==> config.mk <==
export PLATFORM = sky130hd
export DESIGN_NAME = line_error_counters_and_port_select
export DESIGN_NICKNAME = d
export VERILOG_FILES = /design/src/line_err_pkg.sv /design/src/line_error_counters_and_port_select.sv /design/src/port_err_counters.sv
export SDC_FILE = /design/constraint.sdc
export NUM_CORES = 1
export LEC_CHECK = 0
export ABC_AREA = 0
export BUFFER_PORTS_ARGS = -buffer_cell sky130_fd_sc_hd__buf_2
export CAP_MARGIN = 20
export CORE_MARGIN = 2
export CORE_UTILIZATION = 30
export CTS_BUF_LIST = sky130_fd_sc_hd__clkbuf_16
export DETAILED_ROUTE_END_ITERATION = 12
export GPL_TIMING_DRIVEN = 0
export PLACE_DENSITY = 0.47
export SLEW_MARGIN = 15
export SYNTH_ARGS = -nofsm -noshare
export SYNTH_HDL_FRONTEND = slang
export SYNTH_SLANG_ARGS = --single-unit
==> constraint.sdc <==
create_clock -name i_ref_clk -period 6.15 [get_ports i_ref_clk]
set_clock_uncertainty 0.1 [all_clocks]
set_input_delay 0.615 -clock i_ref_clk [delete_from_list [all_inputs] [get_ports i_ref_clk]]
set_output_delay 0.615 -clock i_ref_clk [all_outputs]
set_load 0.005 [all_outputs]
==> src/line_err_pkg.sv <==
package line_err_pkg;
	// ********************************************************
	// Register map
	// ********************************************************
	localparam logic [7:0] ADDR_TEST       = 8'h0F;
	localparam logic [7:0] ADDR_BLOCK_ERR  = 8'h12;
	localparam logic [7:0] ADDR_BIT_ERR_LO = 8'h13;
	localparam logic [7:0] ADDR_BIT_ERR_HI = 8'h14;
	localparam logic [7:0] ADDR_PORT_SEL   = 8'h1C;
	// ********************************************************
	// Fields and reset values
	// ********************************************************
	localparam int         MEAS_LSB        = 4;
	localparam logic [1:0] MEAS_ON         = 2'h3;
	localparam logic [7:0] BLOCK_ERR_MAX   = 8'hFF;
	localparam logic [7:0] BLOCK_ERR_RST   = 8'h00;
	localparam logic [15:0] BIT_ERR_RST    = 16'h0000;
	localparam logic [7:0] TEST_RST        = 8'h00;
	localparam logic [1:0] PORT_SEL_RST    = 2'h0;
	localparam int         NUM_PORTS       = 4;
	// Access kinds of a monitor request
	typedef enum logic [1:0] {
		ACC_NONE  = 2'b00,
		ACC_READ  = 2'b01,
		ACC_WRITE = 2'b10,
		ACC_SHORT = 2'b11
	} access_type;
endpackage

==> src/line_error_counters_and_port_select.sv <==
`timescale 1ns/1ns
// Summary of operation
// - Code violation on near or far side increments block error count.
// - Block error count saturates at 255, never wraps.
// - Reading block error count returns it, then clears it to zero.
// - Short monitor request and long read at 12h both return count.
// - 16-bit bit error count at 13h/14h counts while measuring.
// - Reading low byte 13h clears whole bit error count.
// - Per-line accesses go to the bank named by port select 1Ch.
// - Select bits 1:0 are binary port number 0 to 3.
// - Bit error counting and zero sending only when measurement field equals 11.
// - Port select holds until written again.
module line_error_counters_and_port_select #(
	parameter int PORTS = line_err_pkg::NUM_PORTS
) (
	// Clock and reset
	input  wire logic                   i_ref_clk,
	input  wire logic                   i_rst_n,
	// Monitor access port
	input  wire line_err_pkg::access_type i_acc,
	input  wire logic [7:0]             i_addr,
	input  wire logic [7:0]             i_wdata,
	output logic [7:0]                  o_rdata,
	output logic                        o_rvalid,
	// Line events, one bit per port
	input  wire logic [PORTS-1:0]       i_code_viol_near,
	input  wire logic [PORTS-1:0]       i_code_viol_far,
	input  wire logic [PORTS-1:0]       i_bit_err,
	// Status
	output logic                        o_send_zeros,
	output logic [1:0]                  o_port_sel
);
	// ********************************************************
	// Registers
	// ********************************************************
	logic [7:0] test_reg;
	logic [7:0] blk_cnt [PORTS];
	logic [15:0] bit_cnt [PORTS];

	// ********************************************************
	// Decode
	// ********************************************************
	// Access of one kind at one register address
	function automatic logic acc_at(
		input line_err_pkg::access_type kind,
		input line_err_pkg::access_type want,
		input logic [7:0]               addr,
		input logic [7:0]               want_addr
	);
		return (kind == want) && (addr == want_addr);
	endfunction

	wire logic is_rd   = (i_acc == line_err_pkg::ACC_READ);
	wire logic is_sh   = (i_acc == line_err_pkg::ACC_SHORT);
	wire logic rd_blk  = is_sh || acc_at(i_acc, line_err_pkg::ACC_READ,
		i_addr, line_err_pkg::ADDR_BLOCK_ERR);
	wire logic rd_lo   = acc_at(i_acc, line_err_pkg::ACC_READ, i_addr,
		line_err_pkg::ADDR_BIT_ERR_LO);
	wire logic rd_hi   = acc_at(i_acc, line_err_pkg::ACC_READ, i_addr,
		line_err_pkg::ADDR_BIT_ERR_HI);
	wire logic rd_sel  = acc_at(i_acc, line_err_pkg::ACC_READ, i_addr,
		line_err_pkg::ADDR_PORT_SEL);
	wire logic rd_test = acc_at(i_acc, line_err_pkg::ACC_READ, i_addr,
		line_err_pkg::ADDR_TEST);
	// Writes land only on the two writable registers
	wire logic wr_sel  = acc_at(i_acc, line_err_pkg::ACC_WRITE, i_addr,
		line_err_pkg::ADDR_PORT_SEL);
	wire logic wr_test = acc_at(i_acc, line_err_pkg::ACC_WRITE, i_addr,
		line_err_pkg::ADDR_TEST);
	wire logic meas_on = (test_reg[line_err_pkg::MEAS_LSB +: 2]
		== line_err_pkg::MEAS_ON);
	wire logic [7:0] blk_sel = blk_cnt[o_port_sel];
	wire logic [15:0] bit_sel = bit_cnt[o_port_sel];
	wire logic [7:0] sel_byte = {6'h00, o_port_sel};

	// Read mux; unmapped reads answer zero
	wire logic [7:0] next_rdata =
		rd_blk  ? blk_sel :
		rd_lo   ? bit_sel[7:0] :
		rd_hi   ? bit_sel[15:8] :
		rd_sel  ? sel_byte :
		rd_test ? test_reg : 8'h00;

	// ********************************************************
	// Per-port counter banks
	// ********************************************************
	genvar g;
	generate
		for (g = 0; g < PORTS; g++) begin : g_port
			// Clear only the selected bank; index cut to select width
			wire logic hit = (o_port_sel == 2'(g));
			port_err_counters #(.BIT_W(16)) u_cnt (
				.i_ref_clk        (i_ref_clk),
				.i_rst_n          (i_rst_n),
				.i_code_viol_near (i_code_viol_near[g]),
				.i_code_viol_far  (i_code_viol_far[g]),
				.i_bit_err        (i_bit_err[g]),
				.i_meas_on        (meas_on),
				.i_clr_block      (hit && rd_blk),
				// Low byte read clears; high does not
				.i_clr_bit        (hit && rd_lo),
				.o_block_cnt      (blk_cnt[g]),
				.o_bit_cnt        (bit_cnt[g])
			);
		end
	endgenerate

	// Read answer flops
	always_ff @(posedge i_ref_clk or negedge i_rst_n) begin
		if (!i_rst_n) begin
			o_rdata  <= 8'h00;
			o_rvalid <= 1'b0;
		end else begin
			o_rdata  <= next_rdata;
			o_rvalid <= is_rd || is_sh;
		end
	end

	// Select and test registers hold until written
	always_ff @(posedge i_ref_clk or negedge i_rst_n) begin
		if (!i_rst_n) begin
			o_port_sel   <= line_err_pkg::PORT_SEL_RST;
			test_reg     <= line_err_pkg::TEST_RST;
			o_send_zeros <= 1'b0;
		end else begin
			// Binary port number in low bits
			if (wr_sel) begin
				o_port_sel <= i_wdata[1:0];
			end
			if (wr_test) begin
				test_reg <= i_wdata;
			end
			o_send_zeros <= meas_on;
		end
	end
endmodule

==> src/port_err_counters.sv <==
`timescale 1ns/1ns
// One line port: saturating block error and 16-bit bit error counters
module port_err_counters #(
	parameter int BIT_W = 16
) (
	// Clock and reset
	input  wire logic             i_ref_clk,
	input  wire logic             i_rst_n,
	// Error events
	input  wire logic             i_code_viol_near,
	input  wire logic             i_code_viol_far,
	input  wire logic             i_bit_err,
	input  wire logic             i_meas_on,
	// Clear strobes from the read path
	input  wire logic             i_clr_block,
	input  wire logic             i_clr_bit,
	// Counts
	output logic [7:0]            o_block_cnt,
	output logic [BIT_W-1:0]      o_bit_cnt
);
	wire logic viol = i_code_viol_near | i_code_viol_far;
	wire logic blk_full = (o_block_cnt == line_err_pkg::BLOCK_ERR_MAX);
	wire logic bit_full = &o_bit_cnt;
	wire logic [7:0] next_block = i_clr_block ? line_err_pkg::BLOCK_ERR_RST
		: (viol && !blk_full) ? o_block_cnt + 8'h01 : o_block_cnt;
	wire logic [BIT_W-1:0] next_bit = i_clr_bit ? '0
		: (i_meas_on && i_bit_err && !bit_full)
		? o_bit_cnt + {{(BIT_W-1){1'b0}}, 1'b1} : o_bit_cnt;

	// Counter flops; a read clear discards a same-cycle event
	always_ff @(posedge i_ref_clk or negedge i_rst_n) begin
		if (!i_rst_n) begin
			o_block_cnt <= line_err_pkg::BLOCK_ERR_RST;
			o_bit_cnt   <= '0;
		end else begin
			o_block_cnt <= next_block;
			o_bit_cnt   <= next_bit;
		end
	end
endmodule

# [After elaboration in Yosys (flattened, before gate mapping)]
# Index checks and enable logic that the tools add are counted.
[word_totals] reg_bits=116 wordCells=120
[op_classes] n_addsub=8 n_lt_le_gt_ge=1 eq_ne=16 muxes=27 n_bitwise=5 reduce_logical=50
[op_table] cell="two-way mux 16 bit" n=10
[op_table] cell="two-way mux 8 bit" n=15
[op_table] cell="adder 16 x 1 -> 16 bit, second input constant" n=4
[op_table] cell="AND reduction 16 bit" n=4
[op_table] cell="adder 8 x 1 -> 8 bit, second input constant" n=4
[op_table] cell="binary-select mux 16 bit (select 2 bit)" n=1
[op_table] cell="equality test 8 x 5 -> 1 bit, second input constant" n=4
[op_table] cell="equality test 8 bit, second input constant" n=4
[op_table] cell="logical AND 1 bit" n=27
[op_table] cell="binary-select mux 8 bit (select 2 bit)" n=1
[op_table] cell="nonzero test 2 bit" n=8
[op_table] cell="equality test 2 bit, second input constant" n=5
[op_table] cell="equality test 8 x 4 -> 1 bit, second input constant" n=1
[op_table] cell="zero test 1 bit" n=8
[op_table] cell="equality test 2 x 1 -> 1 bit, second input constant" n=2
[op_table] cell="OR 1 bit" n=4
[op_table] cell="greater-or-equal comparator 3 bit, second input constant" n=1
[op_table] cell="NOT 2 -> 3 bit" n=1
[op_table] cell="zero test 2 bit" n=1
[op_table] cell="logical OR 1 bit" n=2

# [Logic depth before layout (Yosys ltp)]
[logic_depth] word_depth=7 ltp_mapped=6 depth_no_buf=6

# [Modules after synthesis]
# From an unflattened synthesis, not the netlist that was laid out.
[unflattened] hier_cells=726 area_unflattened_um2=7329.5
[by_module_without_submodules] mod="port_err_counters" instances=4 cells_per_inst=147 area_per_inst_um2=1408.9 seq_area_each_um2=600.6
[by_module_without_submodules] mod="line_error_counters_and_port_select" instances=1 cells_per_inst=138 area_per_inst_um2=1694.1 seq_area_each_um2=500.5

# [Worst setup path after synthesis]
# No wires, ideal clock.
[synth_path] path_type="input port to flip-flop" start="input i_addr[5]" end="register g_port[0].u_cnt.o_block_cnt[7]" arrival_ns=2.290 required_ns=5.915 path_slack_ns=3.625 cell_stages=5 path_buffers=0 cell_sequence="or4b_4 -> or4_4 -> o21a_4 -> nor3_4 -> nor4_2"
[synth_between] elab_chain_cells=5 word_cells_on_any_way=6 cone_classes="1 x eq/ne; 1 x mux; 4 x reduce/logical"
[synth_rtl] element="start: declaration" line_no="line_error_counters_and_port_select.sv:21" text="input wire logic [7:0] i_addr,"
[synth_rtl] element="equality test 8 x 5 -> 1 bit (*)" line_no="line_error_counters_and_port_select.sv:50" text="return (kind == want) && (addr == want_addr);"
[synth_rtl] element="logical AND 1 bit (*)" line_no="line_error_counters_and_port_select.sv:50"
[synth_rtl] element="logical OR 1 bit (*)" line_no="line_error_counters_and_port_select.sv:55" text="wire logic rd_blk = is_sh || acc_at(i_acc, line_err_pkg::ACC_READ,"
[synth_rtl] element="logical AND 1 bit (*)" line_no="line_error_counters_and_port_select.sv:99" text=".i_clr_block (hit && rd_blk),"
[synth_rtl] element="two-way mux 8 bit / nonzero test 2 bit (equally long branches)"
[synth_rtl] element="end signal: assignment" line_no="port_err_counters.sv:33" text="o_block_cnt <= line_err_pkg::BLOCK_ERR_RST;"
[synth_rtl] element="end signal: assignment" line_no="port_err_counters.sv:36" text="o_block_cnt <= next_block;"
[synth_rtl] element="end: declaration" line_no="port_err_counters.sv:18" text="output logic [7:0] o_block_cnt,"
# Every way passes the cells marked *; elsewhere a longest branch is shown, timed or not.
# A chain may end at the register's enable or synchronous reset.

# [Worst setup path in the final report]
[layout_path] start="input i_addr[5]" end="register o_rdata[6]"
[layout_between] elab_chain_cells=7 word_cells_on_any_way=16 cone_classes="5 x eq/ne; 5 x mux; 6 x reduce/logical"
[layout_rtl] element="equality test 8 x 4 -> 1 bit" line_no="line_error_counters_and_port_select.sv:50"
[layout_rtl] element="logical AND 1 bit" line_no="line_error_counters_and_port_select.sv:50"
[layout_rtl] element="two-way mux 8 bit" line_no="line_error_counters_and_port_select.sv:82" text="rd_test ? test_reg : 8'h00;"
[layout_rtl] element="two-way mux 8 bit" line_no="line_error_counters_and_port_select.sv:81" text="rd_sel ? sel_byte :"
[layout_rtl] element="two-way mux 8 bit" line_no="line_error_counters_and_port_select.sv:80" text="rd_hi ? bit_sel[15:8] :"
[layout_rtl] element="two-way mux 8 bit" line_no="line_error_counters_and_port_select.sv:79" text="rd_lo ? bit_sel[7:0] :"
[layout_rtl] element="two-way mux 8 bit (*)" line_no="line_error_counters_and_port_select.sv:78" text="rd_blk ? blk_sel :"
[layout_rtl] element="via next_rdata[6]" line_no="line_error_counters_and_port_select.sv:77" text="wire logic [7:0] next_rdata ="
[layout_rtl] element="end signal: assignment" line_no="line_error_counters_and_port_select.sv:114" text="o_rdata <= next_rdata;"
[layout_rtl] element="end: declaration" line_no="line_error_counters_and_port_select.sv:23" text="output logic [7:0] o_rdata,"
# Mark *: on every way through the listed nets, which the timed path passes. The rest lies on a longest branch.

==> impl_metrics.env <==
export IMPL_end_kind="register"
export IMPL_clkPwrFrac_pct=40.5
export IMPL_hold_viol_final=1
export IMPL_arrival_ps=2740
export IMPL_fin_tns_setup_ps=0
export IMPL_cts_clk_slew_worst_paths_ps=60
export IMPL_cts_made_buffers=17
export IMPL_largest_register="g_port.u_cnt.o_bit_cnt"
export IMPL_die_width_um=153
export IMPL_comb_power_share_pct=14.3
export IMPL_cts_repair_resized=0
export IMPL_fin_area_um2=7760
export IMPL_slew_viol_final=0
export IMPL_switching_power_mw=0.627
export IMPL_power_density_nw_per_um2=279
export IMPL_vdd_drop_max_v=0.000165
export IMPL_critPathKind="in -> reg"
export IMPL_synth_simple_area_share_pct=22.3
export IMPL_status="complete, but fails checks"
export IMPL_tightest_slew_ps=1060
export IMPL_fin_nets=761
export IMPL_grt_first_pass_wirelength_mm=29.3
export IMPL_cts_sinks=116
export IMPL_finalCritPeriodShare_pct=41.1
export IMPL_syn_area_per_cell_um2=10.1
export IMPL_switching_share_pct=29.0
export IMPL_clkLatencyLatePin_ps=420
export IMPL_start_util_pct=30.6
export IMPL_viasPerCell=5.23
export IMPL_whs_ps=-1.84
export IMPL_largest_reg_flops=64
export IMPL_ctsRootBufferMaster="clkbuf_16"
export IMPL_wl_per_cell_um=17.8
export IMPL_final_util_pct=35.7
export IMPL_ant_nets=0
export IMPL_hold_class="in -> async"
export IMPL_synthCells=657
export IMPL_p_leak_nw=3.32
export IMPL_intPower_mw=1.54
export IMPL_rsz0062_at_grt="no"
export IMPL_yosysWarnings=0
export IMPL_seqPwrFrac_pct=45.3
export IMPL_syn2layout_area_growth_pct=16.7
export IMPL_layout_drive_gt1_share_pct=16.8
export IMPL_synth_xor_area_share_pct=10.0
export IMPL_syn_num_nets=697
export IMPL_clk_path_buf_depth=2
export IMPL_synth_adder_area_share_pct=1.51
export IMPL_seq_area_frac_synth_pct=43.7
export IMPL_setup_violations_final=0
export IMPL_routabilityCongestion=0.821
export IMPL_synth_top_family_by_area="simple AND/OR/NAND/NOR gates"
export IMPL_synthMuxAreaShare_pct=10.7
export IMPL_synthArstFlopShare_pct=100
export IMPL_synth_area_um2=6650
export IMPL_postCtsSetupRepairBufs=0
export IMPL_cts_tree="built"
export IMPL_synth_cell_types=60
export IMPL_vias=5287
export IMPL_ys_ff_latch=116
export IMPL_dpl_instance_area_um2=7260
export IMPL_io_buffers=43
export IMPL_num_rows=54
export IMPL_max_freq_mhz=395
export IMPL_die_y_um=153
export IMPL_grt_pass1_vias=5232
export IMPL_largestRegisters="g_port.u_cnt.o_bit_cnt (64), g_port.u_cnt.o_block_cnt (32)"
export IMPL_grt_overflow_total=0
export IMPL_dp_hpwl_mm=13.7
export IMPL_instances_no_fill=1011
export IMPL_cp_max_fo=6
export IMPL_antenna_cells=0
export IMPL_dp_cells=982
export IMPL_htreeDepth=4
export IMPL_dieArea_um2=23400
export IMPL_synth_edff_count=0
export IMPL_routed_wl_mm=18.0
export IMPL_grt_max_degree=79
export IMPL_synth_ff_type="dfrtp_1"
export IMPL_cts_hold_fix_buffers=0
export IMPL_coreArea_um2=21800
export IMPL_post_route_drc_count=0
export IMPL_power_total_mw=2.16
export IMPL_track_usage_pct=16.1
export IMPL_dr_pass1_iters=4
export IMPL_crit_path_start_kind="input port"
export IMPL_slew_headroom_pct=28.8
export IMPL_num_io_pins=44
export IMPL_min_period_ps=2530
export IMPL_crit_required_ps=6360
export IMPL_synth_compound_area_share_pct=9.58
export IMPL_maxCapViolCount=0
export IMPL_violations="negative hold slack"
export IMPL_drt_iter0_drc=248
export IMPL_grt_antenna_before_repair=0
## worst paths after layout
check	from	end	slack [ps]	cells past startpoint
min	i_rst_n	g_port[0].u_cnt.o_bit_cnt[6]$_DFFE_PN0P_	-2	1
min reg2reg	test_reg[1]$_DFFE_PN0P_	test_reg[1]$_DFFE_PN0P_	430	1
min in group i_ref_clk	i_wdata[1]	o_port_sel[1]$_DFFE_PN0P_	320	3
max in group asynchronous	i_rst_n	o_rdata[0]$_DFF_PN0_	5220	2
max reg2reg	o_port_sel[0]$_DFFE_PN0P_	o_rdata[6]$_DFF_PN0_	3680	5
max	i_addr[5]	o_rdata[6]$_DFF_PN0_	3620	6
## logic make-up after synthesis
kind of cell               Yosys count
and+or+nand+nor                    290
DFF                                116
AOI/OAI and AO/OA                   93
xor gates and xnor gates            76
muxes                               40
buffers and inverters               34
adders and majority gates            8
## synth_stat cells, types with 2 or more instances
library cell    n  area [um^2]
mux2i_1         8         80.1
nor2b_1         2         12.5
o211ai_1        3         22.5
and2_1          7         43.8
a41oi_1         2         17.5
nor2_1        109          409
o21ai_0        19         95.1
o2111ai_1       5         43.8
a311oi_1        5         43.8
o22a_1          2         17.5
mux4_2         24          541
mux2_2          8         90.1
clkbuf_1       10         37.5
dfrtp_1       116         2900
a31oi_1         2         12.5
or4_1           2         15.0
a211oi_1       11         82.6
and3_1         18          113
nor4_2          2         25.0
and4_1          2         17.5
buf_4           3         22.5
o21ai_1         6         30.0
or2_2           2         12.5
a221oi_1        6         52.6
or3_1           2         12.5
nor3_4          2         32.5
ha_1            8          100
xnor2_1        43          377
nand4_1        21          131
a21oi_1        17         85.1
xor2_1         33          289
nor2_4          6         67.6
nor4_1          5         31.3
inv_1          17         63.8
nor3_1         23          115
nand3_1        30          150
nand4b_1        2         17.5
buf_2           2         10.0
a2111oi_0       7         61.3
nand2_1        45          169
## power by group through the flow
stage / Sequential, mW / Combinational (mW) / Clock [mW]
final: 0.979 / 0.309 / 0.876
after global routing: 0.993 / 0.354 / 0.926
after CTS: 0.978 / 0.312 / 0.892
after detailed placement: 0.989 / 0.311 / 0
after global placement: 0.989 / 0.297 / 0
after floorplan: 0.939 / 0.235 / 0
## per-stage QoR
step | setup WS [ps] | hold WS, ps
2_1_floorplan | 3620 | 219
3_3_place_gp | 2880 | 415
3_5_place_dp | 3230 | 415
4_1_cts | 3620 | 0.382
5_1_grt | 3460 | 15.0
6_report | 3620 | -1.84
## layout by cell type, fill, tap and decap left out, types with 3 or more instances in the layout
cell type,count
a2111oi_0,7
a211oi_1,11
a21oi_1,17
a221oi_1,6
a311oi_1,5
and2_1,7
and3_1,18
buf_2,44
buf_4,3
clkbuf_1,10
clkbuf_16,17
clkinv_1,5
dfrtp_1,116
ha_1,8
inv_1,20
mux2_2,8
mux2i_1,8
mux4_2,24
nand2_1,45
nand3_1,30
nand4_1,21
nor2_1,109
nor2_4,6
nor3_1,23
nor4_1,5
o2111ai_1,5
o211ai_1,3
o21ai_0,19
o21ai_1,6
xnor2_1,43
xor2_1,33
## cell type report
| type | instances | area, um^2 |
|---|---|---|
| Multi-Input combinational cell | 507 | 3600 |
| Buffer | 17 | 85.1 |
| Inverter | 17 | 63.8 |
| Fill cell | 2216 | 14000 |
| Sequential cell | 116 | 2900 |
| Clock inverter | 12 | 77.6 |
| Timing Repair Buffer | 45 | 259 |
| Clock buffer | 17 | 425 |
| Tap cell | 280 | 350 |
## critical path: stages
cell	delay, ps
buf_2	110
or4b_4	580
or4_4	570
o21ai_0	490
nand2_1	190
o21ai_1	190
## metal layers
metal | GRT usage, % | part of all wire (%)
met5 | 0 | 0
met3 | 3.49 | 5.3
met1 | 23.0 | 48
met2 | 24.0 | 45
met4 | 5.60 | 1.7
No activity file was read; power rests on OpenSTA's default activity.
